<file path="src/hdl/bst_defines.svh">
// Register map, field positions and fixed codes of the serial transmit block.
// Summary of operation
// - Phase bit 15 of control two: 0 single-phase, 1 dual-phase frame.
// - Frame length field bits 14-8 gives words per phase as value plus one.
// - Word size field bits 7-5: 8,12,16,20,24,32 bits; 11X reserved.
// - Companding bits 4-3 act only when the word size code is 000.
// - Companding code 00 sends plain data, most significant bit first.
// - Companding code 01 sends plain eight-bit data, LSB first.
// - Code 10 compresses with mu-law, code 11 compresses with A-law.
// - With ignore bit 2 clear, a later frame sync restarts the transfer.
// - With ignore bit set, later frame syncs are ignored; frame goes on.
// - Delay bits 1-0 put the first bit 0, 1 or 2 bit clocks late.
// - Receive path holds three buffer stages, transmit path holds two.
// - A complete received word enters the buffer stage only if empty.
// - Buffer stage moves to receive data register after the last read.
// - Empty shift register loads at once; a busy one after its last bit.
// - Shifting onto the data output starts only after a frame sync.
// - The data output floats while the transmitter or device is in reset.
`ifndef BST_DEFINES_SVH
`define BST_DEFINES_SVH

`define BST_ADDR_CTL_ONE  12'h000
`define BST_ADDR_CTL_TWO  12'h004
`define BST_ADDR_TX_DATA  12'h008
`define BST_ADDR_RX_DATA  12'h00C
`define BST_ADDR_ENABLE   12'h010
`define BST_ADDR_STATUS   12'h014

`define BST_CTL_RESET     16'h0000
`define BST_CTL_ONE_WMASK 16'h7FE0
`define BST_PHASE_BIT     15
`define BST_FLEN_MSB      14
`define BST_FLEN_LSB      8
`define BST_WLEN_MSB      7
`define BST_WLEN_LSB      5
`define BST_CMP_MSB       4
`define BST_CMP_LSB       3
`define BST_FIG_BIT       2
`define BST_DLY_MSB       1
`define BST_DLY_LSB       0
`define BST_EN_TX_BIT     0
`define BST_EN_RX_BIT     1
`define BST_ST_OVR_BIT    4

`define BST_CMP_PLAIN     2'b00
`define BST_CMP_LSB_FIRST 2'b01
`define BST_DLY_RSVD      2'b11
`define BST_DLY_MAX       2'b10
`define BST_WLEN_8        3'h0
`define BST_WLEN_TOP      3'h4
`define BST_LAST_MIN      5'h07
`define BST_LAST_STEP     5'h04
`define BST_LAST_MAX      5'h1F

`define BST_MULAW_BIAS    16'h0084
`define BST_LIN_CLIP      16'h7F7B
`define BST_ALAW_XOR      8'h55

`endif

</file>
<file path="src/hdl/bst_pkg.sv">
// Types shared by the buffered serial transmit block.
package bst_pkg;

  typedef enum logic [1:0] {
    BST_IDLE  = 2'b00,
    BST_DELAY = 2'b01,
    BST_SHIFT = 2'b11
  } bst_state_e;

  typedef struct packed {
    logic        psel;
    logic        penable;
    logic        pwrite;
    logic [11:0] paddr;
    logic [31:0] pwdata;
  } bst_apb_req_s;

  typedef struct packed {
    logic [31:0] prdata;
    logic        pready;
    logic        pslverr;
  } bst_apb_rsp_s;

  typedef struct packed {
    logic bit_clock;
    logic frame_sync;
    logic serial_data_in_pin;
  } bst_ser_in_s;

  typedef struct packed {
    logic serial_data_out_pin;
    logic serial_data_out_oe;
  } bst_ser_out_s;

  typedef struct packed {
    logic [15:0] transmit_control_one;
    logic [15:0] transmit_control_two;
    logic [1:0]  en;
    logic [31:0] tx_data_reg;
    logic        txd_full;
    logic [31:0] tx_shift_reg;
    logic        sh_full;
    bst_state_e  st;
    logic [1:0]  dcnt;
    logic        phase;
    logic [6:0]  wcnt;
    logic [4:0]  bcnt;
    logic        dout;
    logic        oe;
    logic        sclk_p;
    logic [31:0] rx_shift_reg;
    logic [31:0] rx_buffer_stage;
    logic        rxbuf_full;
    logic [31:0] rx_data_reg;
    logic        rxd_full;
    logic        ovr;
    logic        rd_pop;
    logic [31:0] prdata;
    logic        pready;
    logic        slverr;
  } bst_state_s;

endpackage : bst_pkg

</file>
<file path="src/hdl/bst_serial_top.sv">
// Buffered serial port: transmit framing, receive chain and APB registers.
//
// Local design decisions: the register addresses and the APB slave port.
`timescale 1ns/10ps
`default_nettype none
`include "bst_defines.svh"
module bst_serial_top (
  input  wire logic                  pclk,    // System clock, 10 MHz.
  input  wire logic                  presetn, // Asynchronous reset.
  input  wire bst_pkg::bst_apb_req_s apb_req, // APB request.
  output var  bst_pkg::bst_apb_rsp_s apb_rsp, // APB response.
  input  wire bst_pkg::bst_ser_in_s  ser_in,  // Serial pins in.
  output var  bst_pkg::bst_ser_out_s ser_out  // Serial data out.
);
  import bst_pkg::*;

  bst_state_s  s_q;
  bst_state_s  s_d;
  bst_ser_in_s pin_s;
  logic        rise;
  logic        fall;
  logic        fs_ev;
  logic        setup;
  logic        acc;
  logic        adv;
  logic        mapped;
  logic [31:0] rd_val;
  logic [7:0]  cmp_code;
  logic        tx_phase_count_select;
  logic        tx_frame_sync_ignore;
  logic [1:0]  tx_companding_select;
  logic [1:0]  tx_first_bit_delay;
  logic [6:0]  tx_phase1_frame_words;
  logic [6:0]  tx_phase2_frame_words;
  logic [2:0]  tx_phase1_word_size;
  logic [2:0]  tx_phase2_word_size;
  logic [6:0]  cur_fl;
  logic [2:0]  cur_wl;
  logic [4:0]  cur_last;

  // ----------------------------------------------------------------
  // Pin sampling and compression
  // ----------------------------------------------------------------
  bst_sync #(.W(3)) u_sync (
    .clk   (pclk),
    .rst_n (presetn),
    .d     (ser_in),
    .q     (pin_s)
  );

  bst_compander u_cmp (
    .lin  (s_q.tx_data_reg[15:0]),
    .alaw (tx_companding_select[0]),
    .code (cmp_code)
  );

  // ----------------------------------------------------------------
  // Field decode
  // ----------------------------------------------------------------
  assign tx_phase_count_select =
    s_q.transmit_control_two[`BST_PHASE_BIT];
  assign tx_frame_sync_ignore  = s_q.transmit_control_two[`BST_FIG_BIT];
  assign tx_companding_select  =
    s_q.transmit_control_two[`BST_CMP_MSB:`BST_CMP_LSB];
  assign tx_first_bit_delay    =
    s_q.transmit_control_two[`BST_DLY_MSB:`BST_DLY_LSB];
  assign tx_phase1_frame_words =
    s_q.transmit_control_one[`BST_FLEN_MSB:`BST_FLEN_LSB];
  assign tx_phase2_frame_words =
    s_q.transmit_control_two[`BST_FLEN_MSB:`BST_FLEN_LSB];
  assign tx_phase1_word_size   =
    s_q.transmit_control_one[`BST_WLEN_MSB:`BST_WLEN_LSB];
  assign tx_phase2_word_size   =
    s_q.transmit_control_two[`BST_WLEN_MSB:`BST_WLEN_LSB];
  assign cur_fl   = s_q.phase ? tx_phase2_frame_words
                              : tx_phase1_frame_words;
  // Decoded in place: a function called here would only follow its
  // argument, so a new word size would never reach the bit counter.
  assign cur_wl   = s_q.phase ? tx_phase2_word_size
                              : tx_phase1_word_size;
  assign cur_last = last_of(cur_wl);

  // Bit clock is sampled by pclk; edges are found on the synced copy.
  assign rise  = pin_s.bit_clock & ~s_q.sclk_p;
  assign fall  = ~pin_s.bit_clock & s_q.sclk_p;
  assign fs_ev = fall & pin_s.frame_sync;
  assign setup = apb_req.psel & ~apb_req.penable;
  assign acc   = apb_req.psel & apb_req.penable & s_q.pready;

  function automatic logic [2:0] wl_of(input logic ph);
    wl_of = ph ? tx_phase2_word_size : tx_phase1_word_size;
  endfunction : wl_of

  // Reserved size codes fall back to the widest word.
  function automatic logic [4:0] last_of(input logic [2:0] wl);
    last_of = (wl <= `BST_WLEN_TOP)
            ? 5'(`BST_LAST_MIN + `BST_LAST_STEP * wl)
            : `BST_LAST_MAX;
  endfunction : last_of

  function automatic logic [4:0] idx_of(input logic [4:0] b,
                                        input logic [2:0] wl);
    if (tx_companding_select == `BST_CMP_LSB_FIRST &&
        wl == `BST_WLEN_8) begin
      idx_of = b;
    end else begin
      idx_of = 5'(last_of(wl) - b);
    end
  endfunction : idx_of

  function automatic logic [31:0] load_of(input logic [2:0] wl);
    if (wl == `BST_WLEN_8 && tx_companding_select[1]) begin
      load_of = {24'h000000, cmp_code};
    end else begin
      load_of = s_q.tx_data_reg;
    end
  endfunction : load_of

  // ----------------------------------------------------------------
  // Register read decode
  // ----------------------------------------------------------------
  always_comb begin
    mapped = 1'b1;
    case (apb_req.paddr)
      `BST_ADDR_CTL_ONE: rd_val = {16'h0000, s_q.transmit_control_one};
      `BST_ADDR_CTL_TWO: rd_val = {16'h0000, s_q.transmit_control_two};
      `BST_ADDR_TX_DATA: rd_val = s_q.tx_data_reg;
      `BST_ADDR_RX_DATA: rd_val = s_q.rx_data_reg;
      `BST_ADDR_ENABLE:  rd_val = {30'h00000000, s_q.en};
      `BST_ADDR_STATUS:  rd_val = {26'h0000000, s_q.st != BST_IDLE,
                                   s_q.ovr, s_q.rxbuf_full, s_q.rxd_full,
                                   ~s_q.sh_full, ~s_q.txd_full};
      default: begin
        rd_val = 32'h00000000;
        mapped = 1'b0;
      end
    endcase
  end

  // ----------------------------------------------------------------
  // Next state
  // ----------------------------------------------------------------
  always_comb begin
    s_d        = s_q;
    adv        = 1'b0;
    s_d.sclk_p = pin_s.bit_clock;
    s_d.pready = 1'b0;

    // Transmit sequencer; fs and rise never share a cycle.
    if (!s_q.en[`BST_EN_TX_BIT]) begin
      s_d.st      = BST_IDLE;
      s_d.phase   = 1'b0;
      s_d.sh_full = 1'b0;
    end else if (fs_ev && (s_q.st == BST_IDLE ||
                           !tx_frame_sync_ignore)) begin
      s_d.st    = BST_DELAY;
      s_d.phase = 1'b0;
      s_d.wcnt  = 7'h00;
      s_d.bcnt  = 5'h00;
      s_d.dcnt  = (tx_first_bit_delay == `BST_DLY_RSVD)
                ? `BST_DLY_MAX : tx_first_bit_delay;
    end else if (rise) begin
      unique case (s_q.st)
        BST_IDLE: ;
        BST_DELAY: begin
          if (s_q.dcnt == 2'h0) begin
            s_d.st = BST_SHIFT;
            adv    = 1'b1;
          end else begin
            s_d.dcnt = s_q.dcnt - 2'h1;
          end
        end
        BST_SHIFT: begin
          adv = 1'b1;
          if (s_q.bcnt != cur_last) begin
            s_d.bcnt = s_q.bcnt + 5'h01;
          end else begin
            // The last bit has left, so the shift register is free.
            s_d.bcnt    = 5'h00;
            s_d.sh_full = 1'b0;
            if (s_q.wcnt != cur_fl) begin
              s_d.wcnt = s_q.wcnt + 7'h01;
            end else if (!s_q.phase && tx_phase_count_select) begin
              s_d.phase = 1'b1;
              s_d.wcnt  = 7'h00;
            end else begin
              s_d.st    = BST_IDLE;
              s_d.phase = 1'b0;
              adv       = 1'b0;
            end
          end
        end
        default: s_d.st = BST_IDLE;
      endcase
    end

    // Second transmit stage fills the moment the shift register frees.
    if (s_q.en[`BST_EN_TX_BIT] && !s_d.sh_full && s_q.txd_full) begin
      s_d.tx_shift_reg = load_of(wl_of(s_d.phase));
      s_d.sh_full      = 1'b1;
      s_d.txd_full     = 1'b0;
    end
    if (adv) begin
      s_d.dout = s_d.tx_shift_reg[idx_of(s_d.bcnt, wl_of(s_d.phase))];
    end

    // APB slave: zero wait states, answer registered in setup.
    if (setup) begin
      s_d.pready = 1'b1;
      s_d.slverr = ~mapped;
      s_d.prdata = rd_val;
      s_d.rd_pop = ~apb_req.pwrite & s_q.rxd_full &
                   (apb_req.paddr == `BST_ADDR_RX_DATA);
    end
    if (acc && apb_req.pwrite) begin
      case (apb_req.paddr)
        `BST_ADDR_CTL_ONE: s_d.transmit_control_one =
          apb_req.pwdata[15:0] & `BST_CTL_ONE_WMASK;
        `BST_ADDR_CTL_TWO: s_d.transmit_control_two = apb_req.pwdata[15:0];
        `BST_ADDR_TX_DATA: begin
          s_d.tx_data_reg = apb_req.pwdata;
          s_d.txd_full    = 1'b1;
        end
        `BST_ADDR_ENABLE: s_d.en = apb_req.pwdata[1:0];
        `BST_ADDR_STATUS: begin
          if (apb_req.pwdata[`BST_ST_OVR_BIT]) begin
            s_d.ovr = 1'b0;
          end
        end
        default: ;
      endcase
    end
    // Only the word that the read returned is consumed.
    if (acc && s_q.rd_pop) begin
      s_d.rxd_full = 1'b0;
      s_d.rd_pop   = 1'b0;
    end

    // Receive chain: shift register, buffer stage, data register.
    if (!s_d.rxd_full && s_q.rxbuf_full) begin
      s_d.rx_data_reg = s_q.rx_buffer_stage;
      s_d.rxd_full    = 1'b1;
      s_d.rxbuf_full  = 1'b0;
    end
    // Receive shares the transmit frame timing, sampling on falling edges.
    if (s_q.en[`BST_EN_RX_BIT] && fall && s_q.st == BST_SHIFT) begin
      s_d.rx_shift_reg[idx_of(s_q.bcnt, cur_wl)] = pin_s.serial_data_in_pin;
      if (s_q.bcnt == cur_last) begin
        if (!s_d.rxbuf_full) begin
          s_d.rx_buffer_stage = s_d.rx_shift_reg;
          s_d.rxbuf_full      = 1'b1;
        end else begin
          s_d.ovr = 1'b1;
        end
        s_d.rx_shift_reg = 32'h00000000;
      end
    end
    s_d.oe = s_d.en[`BST_EN_TX_BIT];
  end

  always_ff @(posedge pclk or negedge presetn) begin
    if (!presetn) begin
      s_q                      <= '0;
      s_q.transmit_control_one <= `BST_CTL_RESET;
      s_q.transmit_control_two <= `BST_CTL_RESET;
    end else begin
      s_q <= s_d;
    end
  end

  assign apb_rsp = '{prdata: s_q.prdata, pready: s_q.pready,
                     pslverr: s_q.slverr};
  assign ser_out = '{serial_data_out_pin: s_q.dout,
                     serial_data_out_oe: s_q.oe};
endmodule : bst_serial_top
`default_nettype wire

</file>
<file path="src/hdl/bst_sync.sv">
// Two-flop synchroniser for pin inputs.
`timescale 1ns/10ps
`default_nettype none
module bst_sync #(
  parameter int W = 1
) (
  input  wire logic         clk,   // Sampling clock.
  input  wire logic         rst_n, // Asynchronous reset, active low.
  input  wire logic [W-1:0] d,     // Asynchronous inputs.
  output var  logic [W-1:0] q      // Synchronised outputs.
);
  logic [W-1:0] meta_q;

  always_ff @(posedge clk or negedge rst_n) begin
    if (!rst_n) begin
      meta_q <= '0;
      q      <= '0;
    end else begin
      meta_q <= d;
      q      <= meta_q;
    end
  end
endmodule : bst_sync
`default_nettype wire

</file>
<file path="src/hdl/bst_compander.sv">
// Linear to eight-bit mu-law or A-law compressor.
`timescale 1ns/10ps
`default_nettype none
`include "bst_defines.svh"
module bst_compander (
  input  wire logic [15:0] lin,  // Signed linear sample.
  input  wire logic        alaw, // High selects A-law, low mu-law.
  output logic      [7:0]  code  // Compressed byte.
);
  logic        sgn;
  logic [15:0] mag;
  logic [15:0] bm;
  logic [2:0]  ex;
  logic [3:0]  mt;

  always_comb begin
    sgn = lin[15];
    mag = sgn ? 16'(~lin + 16'h0001) : lin;
    if (mag > `BST_LIN_CLIP) begin
      mag = `BST_LIN_CLIP;
    end
    bm = alaw ? mag : 16'(mag + `BST_MULAW_BIAS);
    ex = 3'h0;
    for (int i = 8; i < 15; i++) begin
      if (bm[i]) begin
        ex = 3'(i - 7);
      end
    end
    // A-law keeps a linear segment below the first chord.
    if (alaw && ex == 3'h0) begin
      mt = bm[7:4];
    end else begin
      mt = 4'(bm >> (ex + 3'h3));
    end
    code = alaw ? ({~sgn, ex, mt} ^ `BST_ALAW_XOR) : ~{sgn, ex, mt};
  end
endmodule : bst_compander
`default_nettype wire

</file>
<file path="config.mk">
export PLATFORM = sky130hd
export DESIGN_NAME = bst_serial_top
export DESIGN_NICKNAME = d
export VERILOG_FILES = /design/src/hdl/bst_pkg.sv /design/src/hdl/bst_serial_top.sv /design/src/hdl/bst_sync.sv /design/src/hdl/bst_compander.sv
export VERILOG_INCLUDE_DIRS = /design/src /design/src/hdl
export SDC_FILE = /design/constraint.sdc
export NUM_CORES = 1
export LEC_CHECK = 0
export ABC_CLOCK_PERIOD_IN_PS = 21900
export BUFFER_PORTS_ARGS = -buffer_cell sky130_fd_sc_hd__buf_2
export CAP_MARGIN = 20
export CORE_AREA = 4 4 141 197
export DETAILED_ROUTE_END_ITERATION = 8
export DIE_AREA = 0 0 145 201
export PLACE_DENSITY_LB_ADDON = 0.25
export SETUP_SLACK_MARGIN = 0.05
export SLEW_MARGIN = 20
export SYNTH_ARGS = -nofsm -noshare
export SYNTH_HDL_FRONTEND = slang
export SYNTH_HIERARCHICAL = 1
export SYNTH_SLANG_ARGS = --single-unit
</file>
<file path="constraint.sdc">
create_clock -name pclk -period 21.9 [get_ports pclk]
set_input_delay 4.38 -clock pclk [delete_from_list [all_inputs] [get_ports pclk]]
set_output_delay 4.38 -clock pclk [all_outputs]
set_load 0.03 [all_outputs]
</file>
Word level (Yosys, flattened, before mapping). Index checks and enable logic that the tools add are counted. Widths: inputs -> output; s select.

ROM bits: 0. Memories: 0. Logic and storage cells: 198. Memory bits (writable): 0. Latch bits: 0. Flip-flop bits (word level): 253. Output and inout bits: 36.

Add/sub/neg operators: 10. Shifts and indexed selects: 1. Muxes and demuxes: 74. Equal/unequal tests: 20. $lt $le $gt $ge: 6. Bitwise gates (word level): 20. $mul: 0. Reduce and logical (&&, ||, !) cells: 40. Div/mod/pow operators: 0.

Operator list (count): $pmux 32 s6 (1); $mux 34 (2); $mux 65 (1); $mux 16 (3); $mux 5 (8); $mux 35 (1); $mux 33 (1); $bwmux 32 (1); $mux 32 (1); $mux 1 (26); $eq 12x4->1 const B (2); $eq 12x5->1 const B (2); $mux 3 (8); $mux 7 (3); $mux 18 (1); $mux 17 (1); $add 16x1->16 const B (1); $add 16x8->16 const B (1); $gt 16x15->1 const B (1); $mux 2 (8); $mux 8 (2); $ne 4x4->1 const B (4); $not 16->16 (1); $shr 16x3->4 (1); 42 further kinds (90).

Depth between registers and ports, before layout.
Depth after elaboration: 23. Depth in mapped cells: 37. Gate-level depth less buffers: 33.

By module. Netlist, hierarchy kept.

Modules (own cells, without submodules): bst_serial_top (times used 1, area each 12141.6 um2, cells each 1141); bst_compander (times used 1, area each 1742.9 um2, cells each 254); bst_sync (times used 1, area each 150.1 um2, cells each 6).

Worst setup path before layout. No wires, ideal clock.

Kind: register -> register. Start point: register s_q[192] (netlist bit). End point: register s_q, in the netlist ser_out[1]. Cell stages (with the launch flop): 30. Path slack: 14.834 ns. Arrival time: 6.940 ns. Library setup time: 0.126 ns. Clock period less this slack: 7.066 ns. Required time: 21.774 ns. Cells stage by stage: dfrtp_1 or4_4 o311a_1 o32a_2 nand3_2 o21ai_0 nor2_1 ha_1 inv_1 o2111a_2 a211oi_4 a21oi_2 or2_1 buf_6 a2111oi_0 ha_1 nand2_1 a21oi_1 a221oi_2 o211ai_4 mux2_1 mux2_2 a211oi_1 o31ai_1 mux2i_1 a211oi_1 a211o_1 a21boi_0 nor4_1 a221o_1.

Longest elaborated chain between the ends: 23. Elaborated cells between the ends (all ways): 26.

RTL lines: start, declared (RTL line bst_serial_top.sv:17) `bst_state_s s_q;`; $not 16->16 (RTL line bst_compander.sv:18) `mag = sgn ? 16'(~lin + 16'h0001) : lin;`; $add 16x1->16 (RTL line bst_compander.sv:18); $mux 16 * (RTL line bst_compander.sv:18); $gt 16x15->1 (no source line); $mux 16 * (RTL line bst_compander.sv:19) `` if (mag > `BST_LIN_CLIP) begin ``; $add 16x8->16 (no source line); $mux 16 * (RTL line bst_compander.sv:22) `` bm = alaw ? mag : 16'(mag + `BST_MULAW_BIAS); ``; $mux 1 (RTL line bst_compander.sv:25) `if (bm[i]) begin`; (+8 left out); $mux 4 * (RTL line bst_compander.sv:30) `if (alaw && ex == 3'h0) begin`; $not 8->8 (RTL line bst_compander.sv:35) `` code = alaw ? ({~sgn, ex, mt} ^ `BST_ALAW_XOR) : ~{sgn, ex, mt}; ``; $mux 8 * (RTL line bst_compander.sv:35); net cmp_code[3] (RTL line bst_serial_top.sv:28) `logic [7:0] cmp_code;`; $mux 32 * (RTL line bst_serial_top.sv:112) `` if (wl == `BST_WLEN_8 && tx_companding_select[1]) begin ``; $mux 34 * (RTL line bst_serial_top.sv:198) `` if (s_q.en[`BST_EN_TX_BIT] && !s_d.sh_full && s_q.txd_full) begin ``; $bmux 1 s5 * (RTL line bst_serial_top.sv:204) `s_d.dout = s_d.tx_shift_reg[idx_of(s_d.bcnt, wl_of(s_d.phase))];`; $mux 1 (implied by the code) * (RTL line bst_serial_top.sv:204).

Mark *: on every way through the listed nets, which the timed path passes. The rest lies on a longest branch. The select of a mux whose other input is x is not followed. A chain may end at the register's enable or synchronous reset.

Worst setup path after layout.
Start point: register s_q[203] (netlist bit). End point: register s_q, in the netlist ser_out[1].

Elaborated cells between the ends (all ways): 27.

RTL lines (RTL line): $not 8->8 or $not 1->1 (tied branches) (bst_compander.sv:35); $mux 8 * (bst_compander.sv:35); net cmp_code[7] (bst_serial_top.sv:28); $mux 32 * (bst_serial_top.sv:112); $mux 34 * (bst_serial_top.sv:198); $bmux 1 s5 * (bst_serial_top.sv:204); $mux 1 (implied by the code) * (bst_serial_top.sv:204).

Marks and branches as above.

==> results.txt <==
The number of rows created at floorplan is 70. The number of buffers inserted for hold repair after clock tree synthesis is 0. The maximum VDD drop came out at ~0.07 mV. The final-layout worst hold slack is 349.9 ps. The average cell area after synthesis came out at roughly 10 um2. The first routing iteration left between 800 and 900 violations. For this design the ratio of total power to cell area is 63.23 nW/um2. The slowest library cell on the worst path is a2111oi_0. The count of mapped cells out of synthesis is 1401. STA classifies the critical path startpoint as a register. The total standard cell area after synthesis came out at ~14000 um2. Setup repair after global routing left no endpoint under its margin.

After synthesis, the netlist uses between 90 and 100 different library cells. Leaving out fill and tap cells, the most frequent cells in the layout are 252 x dfrtp_1, 153 x nand2_1, 116 x o21ai_0. The depth of the worst register-to-register path is 29.

TritonCTS built the clock tree. The number of setup violations in the final report came out at 0. The wire length of the first global-routing pass is around 61000 um. The min-delay analysis places its worst path in the category register to register.

The measured slew at the worst slew-check pin came out at 1062 ps. The capture point of the worst reg-to-reg path is ser_out[1]. In this run the static leakage power is around 7.2 nW. The highest attainable clock frequency came out at 116.8 MHz. The number of inserted diodes came out at 0.

The number of gates given a new drive strength after cts is 0. The initial antenna violation count is 0. Using the TritonRoute via totals, the vias-per-cell ratio works out to 6.153. Of the cells placed in the final design, the portion with a size suffix greater than 1 is 19.47%. The flow ran to the end, and the final reports show no timing, DRC or antenna violations. STA classifies the critical path endpoint as a register. The final-layout fill cell count is approximately 2.3k. The critical path in this run is classified as register to register. The total power after layout came out at ~0.97 mW.

The commonest non-fill, non-tap cell in the layout is dfrtp_1. The clock tree root driver cell is clkbuf_16. The share of Yosys cell area claimed by the top area cell type is ~45%. The count of boundary I/O pins is 88. Across all register-to-register paths, the minimum setup slack is 13330 ps.

Buffers added to address setup during post-CTS repair amount to 0. The number of max-cap violations is 0. The cell depth of the worst min-delay path is 0. The number of nets handed over by synthesis was approximately 1.5k.

The sequential fraction of the synthesis area came out at 45.11%. The initial utilization of the core area, before any placement, comes to a little over half. The final setup TNS is 0 ps. In the final routed layout, each cell accounts on average for around 22 um.

The worst path uses 39.11% of the clock period. The number of remaining DRC errors came out at 0. The count of buffer and inverter cells on the critical path is 2. The total CTS buffers is 25. In this run the worst path has a maximum fanout of 28. The worst pin sits at a relative slew slack of around 27%. The core region area came out at roughly 26000 um2. The final weighted congestion in routability-driven placement is roughly 0.92.

The area enclosed by the die boundary came out at 29150 um2. The number of flops mapped to enable cells by yosys is 0. The number of optimization iterations in the first detailed-route pass is 5.

The final global-route overflow total came out at 0. The final hold violation count came out at 0. The total number of H-tree levels is 1. By area the synthesized netlist is led by dfrtp_1 45%, mux2_2 7.9%, mux2i_1 5.6%. The logic depth of the worst setup path including buffers came out at 29. The max-slew violation count came out at 0. On the worst path, the slowest cell contributes a delay of slightly above 900 ps. The post-detailed-placement half-perimeter wirelength is 27980 um. STA puts the critical path data arrival time at ~9000 ps. Buffers placed on the I/O ports in this run total 87. The signed area change from the synthesized netlist to the final layout is 9.156%. The clock latency reported for the late side of the worst-skew pair came out at around 530 ps. Tracing the worst setup path back leads to its startpoint at s_q[203].

The Yosys warning count is 6. In this design, the largest share of critical-path delay is due to compound AO/OA/AOI/OAI gates. For this run, asynchronously set or reset flops after synthesis account for 100.0%. The buffer levels on the longest clock path is 3.

After clock tree synthesis, the clock-pin slew on the worst setup and hold paths is about 70 ps. The global routing usage summed across all routing layers is between 20% and 30%. The required time at the worst-slack endpoint came out at 22310 ps. The total length of routed wires is between 30000 and 40000 um. Measured along the y axis, the die boundary spans roughly 200 um. The final critical-path required period came out at 8565 ps. The x dimension of the die came out at between 100 and 150 um.

The library cell occupying the most area in the post-synthesis netlist is dfrtp_1. The pin count of the biggest net entering global routing came out at 97. The synthesis-stage register bit count came out at ~250.

The number of clock sinks seen by CTS came out at 253. The startpoint of the lowest-slack register-to-register path is s_q[203]. The total vias in the final route came out at between 10k and 15k. The most critical setup path has its endpoint at ser_out[1]. In the synthesized netlist the dominant register cell turns out to be dfrtp_1. The post-layout net count came out at approximately 1.5k. The remaining antenna violation count after routing came out at 0.

The via count of the first global-routing pass came to 10.91k. The worst clock skew is about 13 ps.
-- state kept, by name (all words and copies together) (netlist names) --
signal and flops:
s_q 212, u_sync/meta_q 3, ser_out 1, u_sync/q 3, apb_rsp 34
-- area by class of cell --
cell class	instances	area [um2]	share of cell area (%)
multi-input cells	983	6942	45.31
flip-flops and latches	253	6332	41.33
clock buffers	34	719.4	4.696
repair buffers	99	539.3	3.520
well taps	324	405.4	2.646
inverters	53	198.9	1.299
clock inverters	11	182.7	1.192
-- worst reg2reg max path: cells and delay by family (launching register included) --
kind                       cells  cell delay (ps)
AOI/OAI and AO/OA             16             4800
DFF                            1              920
muxes                          3              870
and+or+nand+nor                6              660
adders and majority gates      2              600
buffers and inverters          2              590
-- worst min path at each step --
stage	startpoint	endpoint	slack [ps]
after detailed placement	u_sync/meta_q[2]	u_sync/q[2]	340
after global placement	u_sync/meta_q[2]	u_sync/q[2]	330
after floorplan	u_sync/meta_q[0]	u_sync/q[0]	330
final	u_sync/meta_q[2]	u_sync/q[2]	350
after CTS	u_sync/meta_q[2]	u_sync/q[2]	350
after global routing	u_sync/meta_q[2]	u_sync/q[2]	360
-- layer usage --
metal	global-route usage, %	wire length [um]	up-vias	share of wire [%]
li1	-	-	5053	-
met1	32.23	15300	5364	40
met2	46.76	20040	306	52
met3	2.326	1422	88	3.7
met4	11.24	1738	0	4.5
met5	0	0	-	0
-- power breakdown --
part	internal, mW	switching, mW	total, mW
clock	0.288	0.184	0.472
sequential	0.468	0.00177	0.470
combinational	0.00694	0.0192	0.0261
-- synthesized netlist by cell type (22+ instances only) --
cell and number:
a21oi_1 46, a22o_1 39, buf_4 37, clkbuf_1 61, dfrtp_1 253, inv_1 52, mux2_2 99, mux2i_1 79
nand2_1 153, nand3_1 27, nor2_1 89, o21ai_0 116, o22ai_1 22, xnor2_1 26
-- cells by family (layout without fill, tap and decap cells) --
group | count (synthesis) | count (layout) | share of synthesized area, %
compound gates | 357 | 357 | 17.27
xor+xnor | 34 | 34 | 2.282
fa+ha+maj | 16 | 16 | 1.533
buf+inv | 165 | 197 | 5.617
flops | 253 | 253 | 45.11
mux | 188 | 188 | 14.91
simple gates | 388 | 388 | 13.28
-- per-stage QoR --
step | utilization [%] | setup slack (ps) | std cells | area [um2]
final | 58.89 | 13330 | 1757 | 15320
after global routing | 58.89 | 12660 | 1757 | 15320
after CTS | 58.85 | 13490 | 1757 | 15310
after detailed placement | 55.38 | 13560 | 1712 | 14410
after global placement | 55.38 | 13820 | 1712 | 14410
after floorplan | - | 14830 | 1401 | 14030
Note: power is estimated with default switching activity, not from simulation.
